`src/rtl/ocl_pkg.sv`:
```
// Package for the ordered channel lister: sizes, modes, timing constants.
// Assumes a single 40 MHz clock shared by every user of these constants.
package ocl_pkg;

	// ****************************************
	// Sizes
	// ****************************************
	localparam int NUM_CHANNELS  = 16;
	localparam int ADDR_WIDTH    = 4;
	localparam int LIST_LENGTH   = 7;
	localparam int REPEAT_SYMS   = 24;

	// ****************************************
	// Timing
	// ****************************************
	localparam int CLOCK_MHZ        = 40;
	localparam int SETTLE_US        = 5;
	localparam int SETTLE_CYCLES    = SETTLE_US * CLOCK_MHZ;
	localparam int BURST_US         = 200;
	localparam int BURST_CYCLES     = BURST_US * CLOCK_MHZ;
	localparam int SLOW_PERIOD_MS   = 5;
	localparam int SLOW_CYCLES      = SLOW_PERIOD_MS * 1000 * CLOCK_MHZ;

	// ****************************************
	// Data-rate modes
	// ****************************************
	typedef enum logic [1:0] {
		OCL_RATE_10K,
		OCL_RATE_5K,
		OCL_RATE_200
	} ocl_rate_e;

	// One list entry towards the decoder
	typedef struct packed {
		logic                  last;
		logic [ADDR_WIDTH-1:0] addr;
	} ocl_entry_s;

endpackage : ocl_pkg

```
`src/rtl/ocl_lister.sv`:
```
// Ordered channel lister: ranks comparator winners into a seven-entry list.
// Assumes winner lines arrive asynchronously from the comparator and that the
// decoder accepts each valid address in the cycle it is shown.
`timescale 1ns/1ps
module ocl_lister #(
	parameter int SETTLE = ocl_pkg::SETTLE_CYCLES,
	parameter int BURST  = ocl_pkg::BURST_CYCLES,
	parameter int SLOW   = ocl_pkg::SLOW_CYCLES
) (
	input  wire logic                                  i_clock,
	input  wire logic                                  i_sys_rst,
	input  wire logic [1:0]                            i_rate_mode,
	input  wire logic [ocl_pkg::NUM_CHANNELS-1:0]      i_winner,
	output logic      [ocl_pkg::NUM_CHANNELS-1:0]      o_inhibit,
	output logic                                       o_sample,
	output logic                                       o_valid,
	output ocl_pkg::ocl_entry_s                        o_entry,
	output logic                                       o_list_done
);

	localparam int N  = ocl_pkg::NUM_CHANNELS;
	localparam int AW = ocl_pkg::ADDR_WIDTH;
	localparam int L  = ocl_pkg::LIST_LENGTH;

	// Step timing points within the settle count.
	// The two sync stages add two cycles, so capturing at SETTLE+1 means
	// the winner read here left the comparator a full SETTLE cycles after
	// the mask last moved. Capturing one cycle sooner would short the
	// comparator's response time by a cycle.
	localparam int CAPTURE_AT = SETTLE + 1;
	localparam int TAKE_AT    = SETTLE + 2;

	typedef enum logic [1:0] {
		OCL_IDLE,
		OCL_SETTLE,
		OCL_TAKE
	} ocl_state_e;

	ocl_state_e state_q;
	logic [N-1:0]  win_meta_q;
	logic [N-1:0]  win_sync_q;
	logic [N-1:0]  capture_q;
	logic [N-1:0]  inhibit_q;
	logic [31:0]   frame_cnt_q;
	logic [31:0]   settle_cnt_q;
	logic [2:0]    index_q;
	logic          start;
	logic          last_entry;
	logic [N-1:0]  grant_a;
	logic [N-1:0]  grant_b;
	logic [AW-1:0] addr_a;
	logic [AW-1:0] addr_b;
	logic          none_a;
	logic          mode_slow;

	// ****************************************
	// Winner line synchroniser
	// ****************************************
	// Two stages; only the second is read by logic
	always_ff @(posedge i_clock or posedge i_sys_rst) begin
		if (i_sys_rst) begin
			win_meta_q <= '0;
			win_sync_q <= '0;
		end else begin
			win_meta_q <= i_winner;
			win_sync_q <= win_meta_q;
		end
	end

	// ****************************************
	// List start timing
	// ****************************************
	assign mode_slow = (i_rate_mode == 2'(ocl_pkg::OCL_RATE_200));

	// Interval divider makes the sampling strobe
	// one list per interval
	always_ff @(posedge i_clock or posedge i_sys_rst) begin
		if (i_sys_rst) begin
			frame_cnt_q <= '0;
		end else if (start) begin
			frame_cnt_q <= '0;
		end else begin
			frame_cnt_q <= frame_cnt_q + 32'd1;
		end
	end
	assign start = mode_slow ? (frame_cnt_q >= 32'(SLOW - 1)) : (frame_cnt_q >= 32'(BURST - 1));
	assign o_sample = start;

	// ****************************************
	// Step sequencer
	// ****************************************
	assign last_entry = (index_q == 3'(L - 1));

	// A start mid-list restarts; the old list is abandoned, not merged
	// start strobe and settled steps
	always_ff @(posedge i_clock or posedge i_sys_rst) begin
		if (i_sys_rst) begin
			state_q      <= OCL_IDLE;
			settle_cnt_q <= '0;
			index_q      <= '0;
		end else if (start) begin
			state_q      <= OCL_SETTLE;
			settle_cnt_q <= '0;
			index_q      <= '0;
		end else begin
			case (state_q)
				OCL_IDLE: begin
					state_q <= OCL_IDLE;
				end
				OCL_SETTLE: begin
					if (settle_cnt_q >= 32'(TAKE_AT)) begin
						state_q <= OCL_TAKE;
					end else begin
						settle_cnt_q <= settle_cnt_q + 32'd1;
					end
				end
				OCL_TAKE: begin
					settle_cnt_q <= '0;
					if (last_entry) begin
						state_q <= OCL_IDLE;
						index_q <= '0;
					end else begin
						state_q <= OCL_SETTLE;
						index_q <= index_q + 3'd1;
					end
				end
				default: begin
					state_q <= OCL_IDLE;
				end
			endcase
		end
	end

	// ****************************************
	// Capture flags
	// ****************************************
	// Flags load the settled winner, masked by inhibit; old flags drop
	// Mask is steady from capture to take, so flag and grant agree
	// capture new winner
	always_ff @(posedge i_clock or posedge i_sys_rst) begin
		if (i_sys_rst) begin
			capture_q <= '0;
		end else if (state_q == OCL_SETTLE && settle_cnt_q == 32'(CAPTURE_AT)) begin
			capture_q <= win_sync_q & ~inhibit_q;
		end
	end

	// ****************************************
	// Selection chains
	// ****************************************
	// lowest flag wins, encoded
	ocl_pick #(.N(N), .AW(AW)) u_first (
		.i_req   (capture_q),
		.o_grant (grant_a),
		.o_addr  (addr_a),
		.o_none  (none_a)
	);

	ocl_pick #(.N(N), .AW(AW)) u_second (
		.i_req   (~inhibit_q),
		.o_grant (grant_b),
		.o_addr  (addr_b),
		.o_none  ()
	);

	// ****************************************
	// Inhibit mask
	// ****************************************
	// accumulate, clear per list
	always_ff @(posedge i_clock or posedge i_sys_rst) begin
		if (i_sys_rst) begin
			inhibit_q <= '0;
		end else if (start) begin
			inhibit_q <= '0;
		end else if (state_q == OCL_TAKE) begin
			if (last_entry) begin
				inhibit_q <= '0;
			end else begin
				inhibit_q <= inhibit_q | (none_a ? grant_b : grant_a);
			end
		end
	end
	assign o_inhibit = inhibit_q;

	// ****************************************
	// Output to decoder
	// ****************************************
	// Entry register loads only on a take, so the decoder may read the
	// address and last flag at any time until the next take, including a take cut by a start, which shows no valid pulse.
	// A start that cuts a step drops its valid and done pulses.
	// one registered entry per step
	always_ff @(posedge i_clock or posedge i_sys_rst) begin
		if (i_sys_rst) begin
			o_valid       <= 1'b0;
			o_entry       <= '0;
			o_list_done   <= 1'b0;
		end else begin
			o_valid     <= (state_q == OCL_TAKE) && !start;
			o_list_done <= (state_q == OCL_TAKE) && !start && last_entry;
			if (state_q == OCL_TAKE) begin
				o_entry.addr <= none_a ? addr_b : addr_a;
				o_entry.last <= last_entry;
			end
		end
	end

endmodule : ocl_lister

```
`src/rtl/ocl_pick.sv`:
```
// One-hot priority picker with a no-selection flag.
// Assumes the request vector is registered in the caller's clock domain.
`timescale 1ns/1ps
module ocl_pick #(
	parameter int N  = 16,
	parameter int AW = 4
) (
	input  wire logic [N-1:0]  i_req,
	output logic      [N-1:0]  o_grant,
	output logic      [AW-1:0] o_addr,
	output logic               o_none
);

	// ****************************************
	// Priority chain
	// ****************************************
	// Carry runs down the chain; the first set bit blocks later ones
	logic [N:0] seen;
	assign seen[0] = 1'b0;
	generate
		for (genvar g = 0; g < N; g++) begin : g_chain
			assign o_grant[g]  = i_req[g] & ~seen[g];
			assign seen[g + 1] = seen[g] | i_req[g];
		end
	endgenerate
	// End of chain tells that nothing was requested
	assign o_none = ~seen[N];

	// One-hot to binary encode
	always_comb begin
		o_addr = '0;
		for (int k = 0; k < N; k++) begin
			if (o_grant[k]) begin
				o_addr = AW'(k);
			end
		end
	end

endmodule : ocl_pick

```
`config.mk`:
```
export PLATFORM = sky130hd
export DESIGN_NAME = ocl_lister
export DESIGN_NICKNAME = d
export VERILOG_FILES = /design/src/rtl/ocl_pkg.sv /design/src/rtl/ocl_lister.sv /design/src/rtl/ocl_pick.sv
export SDC_FILE = /design/constraint.sdc
export NUM_CORES = 1
export LEC_CHECK = 0
export ABC_CLOCK_PERIOD_IN_PS = 5350
export BUFFER_PORTS_ARGS = -buffer_cell sky130_fd_sc_hd__buf_2
export CORE_ASPECT_RATIO = 1.25
export CORE_MARGIN = 2
export CORE_UTILIZATION = 35
export CTS_CLUSTER_DIAMETER = 120
export DETAILED_ROUTE_END_ITERATION = 8
export GPL_ROUTABILITY_DRIVEN = 0
export MAX_ROUTING_LAYER = met4
export SYNTH_ARGS = -nofsm -noshare
export SYNTH_HDL_FRONTEND = slang
export SYNTH_SLANG_ARGS = --single-unit
```
`constraint.sdc`:
```
create_clock -name i_clock -period 5.35 [get_ports i_clock]
set_clock_uncertainty 0.05 [all_clocks]
set_input_delay 1.3375 -clock i_clock [delete_from_list [all_inputs] [get_ports i_clock]]
set_output_delay 1.3375 -clock i_clock [all_outputs]
set_load 0.005 [all_outputs]
```
==> results of run 1 <==
-- final timing paths --
kind	cells after the start	to	slack (ns)	start
min in group asynchronous	2	win_meta_q[13]$_DFF_PP0_	1.08	i_sys_rst
max in group asynchronous	3	capture_q[1]$_DFFE_PP0P_	3.16	i_sys_rst
setup reg to reg	5	o_entry[2]$_DFFE_PP0P_	2.64	capture_q[5]$_DFFE_PP0P_
hold reg to reg	0	win_sync_q[5]$_DFF_PP0_	0.30	win_meta_q[5]$_DFF_PP0_
setup / recovery	7	o_sample	1.47	frame_cnt_q[0]$_DFF_PP0_
hold / removal	0	win_sync_q[5]$_DFF_PP0_	0.30	win_meta_q[5]$_DFF_PP0_
-- flip-flops by register name, summed over array words and instances (netlist names) --
name	flops
capture_q	16
frame_cnt_q	32
index_q	3
o_entry	5
o_inhibit	16
o_list_done	1
o_valid	1
settle_cnt_q	32
state_q	2
win_meta_q	16
win_sync_q	16
-- layout make-up --
class | count | area (µm²)
clock buffer | 20 | 467
clock inverter | 12 | 103
fill | 1605 | 9670
inverter | 20 | 80.1
multi-input combinational | 376 | 2350
sequential | 140 | 3500
tap | 220 | 275
timing repair buffer | 50 | 268
-- report_power, final --
| group | internal, W | total, W | leakage [nW] | switching, W |
|---|---|---|---|---|
| registers | 0.00108 | 0.00108 | 1.84 | 0.00000414 |
| logic | 0.00000861 | 0.0000333 | 1.13 | 0.0000247 |
| clock network | 0.000640 | 0.00111 | 0.268 | 0.000468 |
-- stage by stage --
stage          power [W]  hold slack [ns]   util  area, µm²
2_1_floorplan    0.00112            0.281      -       6000
3_3_place_gp     0.00113            0.281  0.387       6470
3_5_place_dp     0.00114            0.286  0.387       6470
4_1_cts          0.00226            0.300  0.421       7040
5_1_grt          0.00231            0.307  0.421       7040
6_report         0.00222            0.298  0.421       7040
-- routing by layer --
metal | vias up | GRT usage | wire length, µm
met5 | - | - | 0
met4 | 0 | 0.0762 | 352
met3 | 22 | 0.0381 | 443
met2 | 105 | 0.264 | 6800
met1 | 2210 | 0.189 | 5900
li1 | 2087 | - | -
-- layout by cell type (no fill, tap or decap), drive strengths merged, types with 10 or more instances in the layout --
cell type and instances:
a21oi 21, and3 29, buf 50, clkbuf 20, conb 14, dfrtp 140
inv 25, mux2 10, nand2 36, nand3 21, nand4 14, nor2 47
nor2b 15, nor3 17, nor4 22, o21ai 14, xnor2 13
-- critical path, stage by stage (launching register included) --
cell,delay (ns)
dfrtp_1,0.41
ha_1,0.25
and4_4,0.22
a2111o_1,0.42
a2111oi_2,0.42
or2_2,0.20
inv_2,0.04
buf_2,0.11
-- logic make-up (layout without fill, tap and decap cells) --
logic type | count (synthesis) | in the layout | synth area share
AND/OR/NAND/NOR | 239 | 239 | 0.217
flip-flops | 140 | 140 | 0.588
AO/OA/AOI/OAI | 86 | 86 | 0.106
buffers and inverters | 36 | 102 | 0.0258
XOR/XNOR | 17 | 17 | 0.0250
multiplexers | 16 | 16 | 0.0290
adder cells (fa/ha/maj) | 4 | 4 | 0.00841
other | 1 | 14 | 0.000630
==> Flow_metrics.wiki, run 1 <==
{| class="wikitable"
! Metric !! Value
|-
| Final routed wirelength across all metal layers || about 13 mm
|-
| Clock latency on the worst-skew pair || approximately 0.42 ns
|-
| CTS tree || done
|-
| Count of H-tree levels built during CTS || 4
|-
| Die boundary width || 121 µm
|-
| TritonRoute pass-1 iters || 5
|-
| I/O Buffers || 43
|-
| Clock buffer count from CTS || 17
|-
| Average wire length per cell after detail routing || 16.1 µm
|-
| Post-Place Cells || 806
|-
| Antenna violations before repair || 0
|-
| Synthesized area divided by synthesized cell count || 11.0 µm²
|-
| Flip-flop and latch count after synthesis || 140
|-
| Leftover overflow at the end of global routing || 0
|-
| Post-route DRC || 0
|-
| Yosys warning total || 0
|-
| Number of design-rule violations left by the first detailed-router iteration || approximately 340
|-
| Average vias per placed instance || 5.28
|-
| Largest net degree at the start of global routing || 115
|-
| Number of violations of the max-capacitance limit || 0
|-
| Total half-perimeter wirelength after legalization and detailed placement || about 9.1 mm
|-
| Global-route wire length before repair || 22.2 mm
|-
| Top cell type by total area after synthesis || dfrtp_1
|-
| Setup repair after global routing missed its margin || no
|-
| Post-route worst setup slack || around 1.5 ns
|-
| Fraction of layout cells with a size suffix above 1 || 0.173
|-
| Number of enable-type register cells in the synthesized netlist || 0
|-
| Via count of the first global-routing pass || roughly 4,600
|-
| Worst hold path class || flip-flop to flip-flop
|-
| Post-CTS clock slew at the launch and capture registers of the worst setup and hold paths || around 0.060 ns
|-
| Hold buffer count at CTS || 0
|-
| Top cells by area in the synthesized netlist || dfrtp_1, and3_1, nor2_1, nand2_1, nor4_1
|-
| Number of antenna cells inserted || 0
|-
| Count of clock tree sinks || 140
|-
| Time the worst path needs with I/O delays and setup || slightly below 4 ns
|-
| Count of mapped cells out of synthesis || between 500 and 600
|-
| Endpoint required time on the critical path || 3.96 ns
|-
| Critical path endpoint category || primary output
|-
| Fraction of synthesized cell area taken by the top area cell type || 0.588
|-
| Die Span Y || approximately 150 µm
|-
| Synth unique cells || 62
|-
| Number of slew-limit violations in the final report || 0
|-
| Core outline area || between 0.015 and 0.02 mm²
|-
| Sequential share of the synthesized area || 0.588
|-
| Status || finished clean
|-
| Vias post-DR || approximately 4,400
|-
| Setup TNS || 0 ns
|-
| Most numerous cell in the Yosys netlist || dfrtp_1
|-
| # Post-CTS Setup Buffers || 0
|-
| Highest clock rate || about 260 MHz
|-
| Total power divided by cell area || ~320 mW/mm²
|-
| Setup CP Type || flip-flop to primary output
|-
| Synth-to-Final Area Change || 18.3%
|-
| Die Outline Area || approximately 0.018 mm²
|-
| Starting density of the core || 0.356
|-
| Syn Std Cell Area || ~0.006 mm²
|-
| Static Leak || around 3.2 nW
|-
| Dpl ws || roughly 1.7 ns
|-
| Tcrit/Tclk final || 0.726
|-
| Remaining number of nets flagged by the antenna check after routing || 0
|-
| Setup-failing EPs final || 0
|-
| Critical Path Source Type || flip-flop
|-
| Slew at the pin closest to its max-slew limit || a little over 1 ns
|-
| Cell at the root of the clock tree || clkbuf_16
|-
| Main synth FF type || dfrtp_1
|-
| Arr. time, crit path || 2.50 ns
|-
| Top-level port count || 44
|-
| Maximum net fanout on the critical path || 4
|-
| Number of gates resized after CTS || 0
|-
| Top cell types by occurrence after synthesis || dfrtp_1, nor2_1, nand2_1
|-
| Final std cells w/o fill || about 840
|-
| Maximum ir drop on the vdd rail || about 0.23 mV
|-
| Slew margin rel. || 0.308
|-
| Proportion of synthesized flip-flops having asynchronous set or reset || 1.00
|-
| Maximum buffer depth of the clock tree || 2
|-
| Final hold violation count || 0
|-
| Total Nets Final || approximately 630
|-
| Total routing usage reported by global routing || 0.162
|-
| Cell row count || 53
|}
(Power assumes the default switching activity.)
==> inputs of run 2 (changes only) <==
Settings changed: ABC_CLOCK_PERIOD_IN_PS 5350 to 3200.
Clock period 5.35 ns to 3.2 ns, I/O delays scaled along.
==> Flow_metrics.wiki, run 2 (synthesized netlist as in run 1, its figures left out) <==
{| class="wikitable"
! Metric !! Value
|-
| Cell at the root of the clock tree || clkbuf_16
|-
| Average wire length per cell after detail routing || between 15 and 20 µm
|-
| Most common cell after layout, fill and taps aside || dfrtp_1
|-
| Number of antenna cells inserted || 0
|-
| Antenna violations before repair || 0
|-
| Slew at the pin closest to its max-slew limit || roughly 0.77 ns
|-
| Average vias per placed instance || 5.22
|-
| Maximum buffer depth of the clock tree || 2
|-
| Die boundary width || ~120 µm
|-
| Clock buffer count from CTS || 17
|-
| Maximum net fanout on the critical path || 4
|-
| Top Registers || frame_cnt_q x32, settle_cnt_q x32
|-
| Synth-to-Final Area Change || 19.0%
|-
| Number of design-rule violations left by the first detailed-router iteration || 305
|-
| Remaining number of nets flagged by the antenna check after routing || 0
|-
| Number of slew-limit violations in the final report || 0
|-
| Clock latency on the worst-skew pair || 0.42 ns
|-
| Final hold slack || approximately 0.30 ns
|-
| Worst hold path class || flip-flop to flip-flop
|-
| Die Span Y || 150 µm
|-
| Endpoint required time on the critical path || 2.35 ns
|-
| Status || finished clean
|-
| Number of violations of the max-capacitance limit || 0
|-
| Reg2reg setup slack || ~0.64 ns
|-
| Total Nets Final || around 630
|-
| Critical Path Source Type || flip-flop
|-
| Leftover overflow at the end of global routing || 0
|-
| Setup CP Type || flip-flop to primary output
|-
| Highest clock rate || 320 MHz
|-
| Hold buffer count at CTS || 0
|-
| Critical Path Slowest Stage Cell || a2111o_1
|-
| Starting density of the core || 0.356
|-
| Final hold violation count || 0
|-
| Time the worst path needs with I/O delays and setup || about 3.1 ns
|-
| Setup-failing EPs final || 0
|-
| Count of H-tree levels built during CTS || 4
|-
| Fraction of layout cells with a size suffix above 1 || 0.173
|-
| Via count of the first global-routing pass || roughly 4,500
|-
| Maximum ir drop on the vdd rail || 0.345 mV
|-
| Largest net degree at the start of global routing || around 140
|-
| Core outline area || 0.0167 mm²
|-
| Tcrit/Tclk final || 0.978
|-
| Total power divided by cell area || between 500 and 600 mW/mm²
|-
| Post-CTS clock slew at the launch and capture registers of the worst setup and hold paths || about 0.06 ns
|-
| Count of clock tree sinks || 140
|-
| Die Outline Area || about 0.018 mm²
|-
| Combined buffer and inverter count along the critical path || 2
|-
| Cell breakdown of the critical path || ha_2 -> and4_4 -> a2111o_1 -> a2111oi_4 -> or2_4 -> inv_2 -> buf_2
|-
| Post-route DRC || 0
|-
| Top library cells by usage in the layout, fill and taps aside || dfrtp_1, nor2_1, buf_2
|-
| Global-route wire length before repair || 21.8 mm
|-
| Cell row count || 53
|-
| I/O Buffers || 43
|-
| Setup repair after global routing missed its margin || yes
|-
| TritonRoute pass-1 iters || 5
|-
| Delay of the slowest cell on the worst path || 0.45 ns
|-
| Vias post-DR || roughly 4,400
|-
| Post-Layout Inst Area || slightly above 0.007 mm²
|-
| Setup TNS || 0 ns
|-
| CTS tree || done
|-
| Area after DPL || about 0.0065 mm²
|-
| Final routed wirelength across all metal layers || roughly 13 mm
|-
| Fill cell total of the finished layout || about 1,600
|-
| Critical path endpoint category || primary output
|-
| Cell family contributing the most delay on the critical path || compound AO/OA/AOI/OAI gates
|-
| Static Leak || 3.24 nW
|-
| Total half-perimeter wirelength after legalization and detailed placement || between 8 and 9 mm
|-
| Arr. time, crit path || between 2 and 2.5 ns
|-
| Total routing usage reported by global routing || 0.160
|-
| Top-level port count || 44
|-
| Slew margin rel. || 0.483
|}
==> run 2: final cells by class <==
type,count,area [µm²],share of cell area
inverter,20,78.8,0.0111
timing repair buffer,54,310,0.0438
clock inverter,10,123,0.0173
multi-input combinational,376,2360,0.334
tap,220,275,0.0388
sequential,140,3500,0.494
clock buffer,19,433,0.0611
==> run 2: worst paths after layout <==
check / startpoint / end / depth (start not counted)
setup / recovery: frame_cnt_q[1]$_DFF_PP0_ / o_sample / 7
hold / removal: win_meta_q[13]$_DFF_PP0_ / win_sync_q[13]$_DFF_PP0_ / 0
setup reg to reg: capture_q[5]$_DFFE_PP0P_ / o_inhibit[14]$_DFFE_PP0P_ / 6
hold reg to reg: win_meta_q[13]$_DFF_PP0_ / win_sync_q[13]$_DFF_PP0_ / 0
max in group asynchronous: i_sys_rst / capture_q[0]$_DFFE_PP0P_ / 3
min in group asynchronous: i_sys_rst / o_list_done$_DFF_PP0_ / 3
==> run 2: per-layer routing <==
| metal | share of wire | GRT usage | up-vias |
|---|---|---|---|
| met5 | 0 | - | - |
| met3 | 0.040 | 0.0393 | 30 |
| met1 | 0.42 | 0.183 | 2144 |
| li1 | - | - | 2089 |
| met2 | 0.51 | 0.266 | 118 |
| met4 | 0.032 | 0.0715 | 0 |
==> run 2: power by group <==
group          switching [W]   total, W  internal [W]
Combinational      0.0000409  0.0000569     0.0000161
Sequential        0.00000679    0.00181       0.00180
Clock               0.000718    0.00185       0.00113
==> run 2: stage by stage <==
| stage | total power, W | util | setup slack (ns) | cells |
|---|---|---|---|---|
| finish | 0.00371 | 0.424 | 0.0705 | 839 |
| global route | 0.00385 | 0.424 | -0.0163 | 839 |
| CTS | 0.00377 | 0.423 | 0.0106 | 837 |
| detailed placement | 0.00190 | 0.388 | 0.353 | 807 |
| global placement | 0.00190 | 0.388 | 0.386 | 807 |
| floorplan | 0.00187 | - | 0.348 | 552 |
==> run 2: repair_timing <==
| action | in CTS | in global routing |
|---|---|---|
| buffers inserted | 1 | 2 |
| pin swaps | 2 | 5 |
| gates resized for setup | 3 | 0 |
| setup endpoints to repair | 1 | 1 |
==> run 2: worst reg2reg max path: stages (launching register included) <==
cell,delay [ns]
dfrtp_1,0.43
or4_1,0.67
nor4_4,0.41
buf_4,0.26
nand2_1,0.16
nor4_1,0.34
o211a_1,0.18
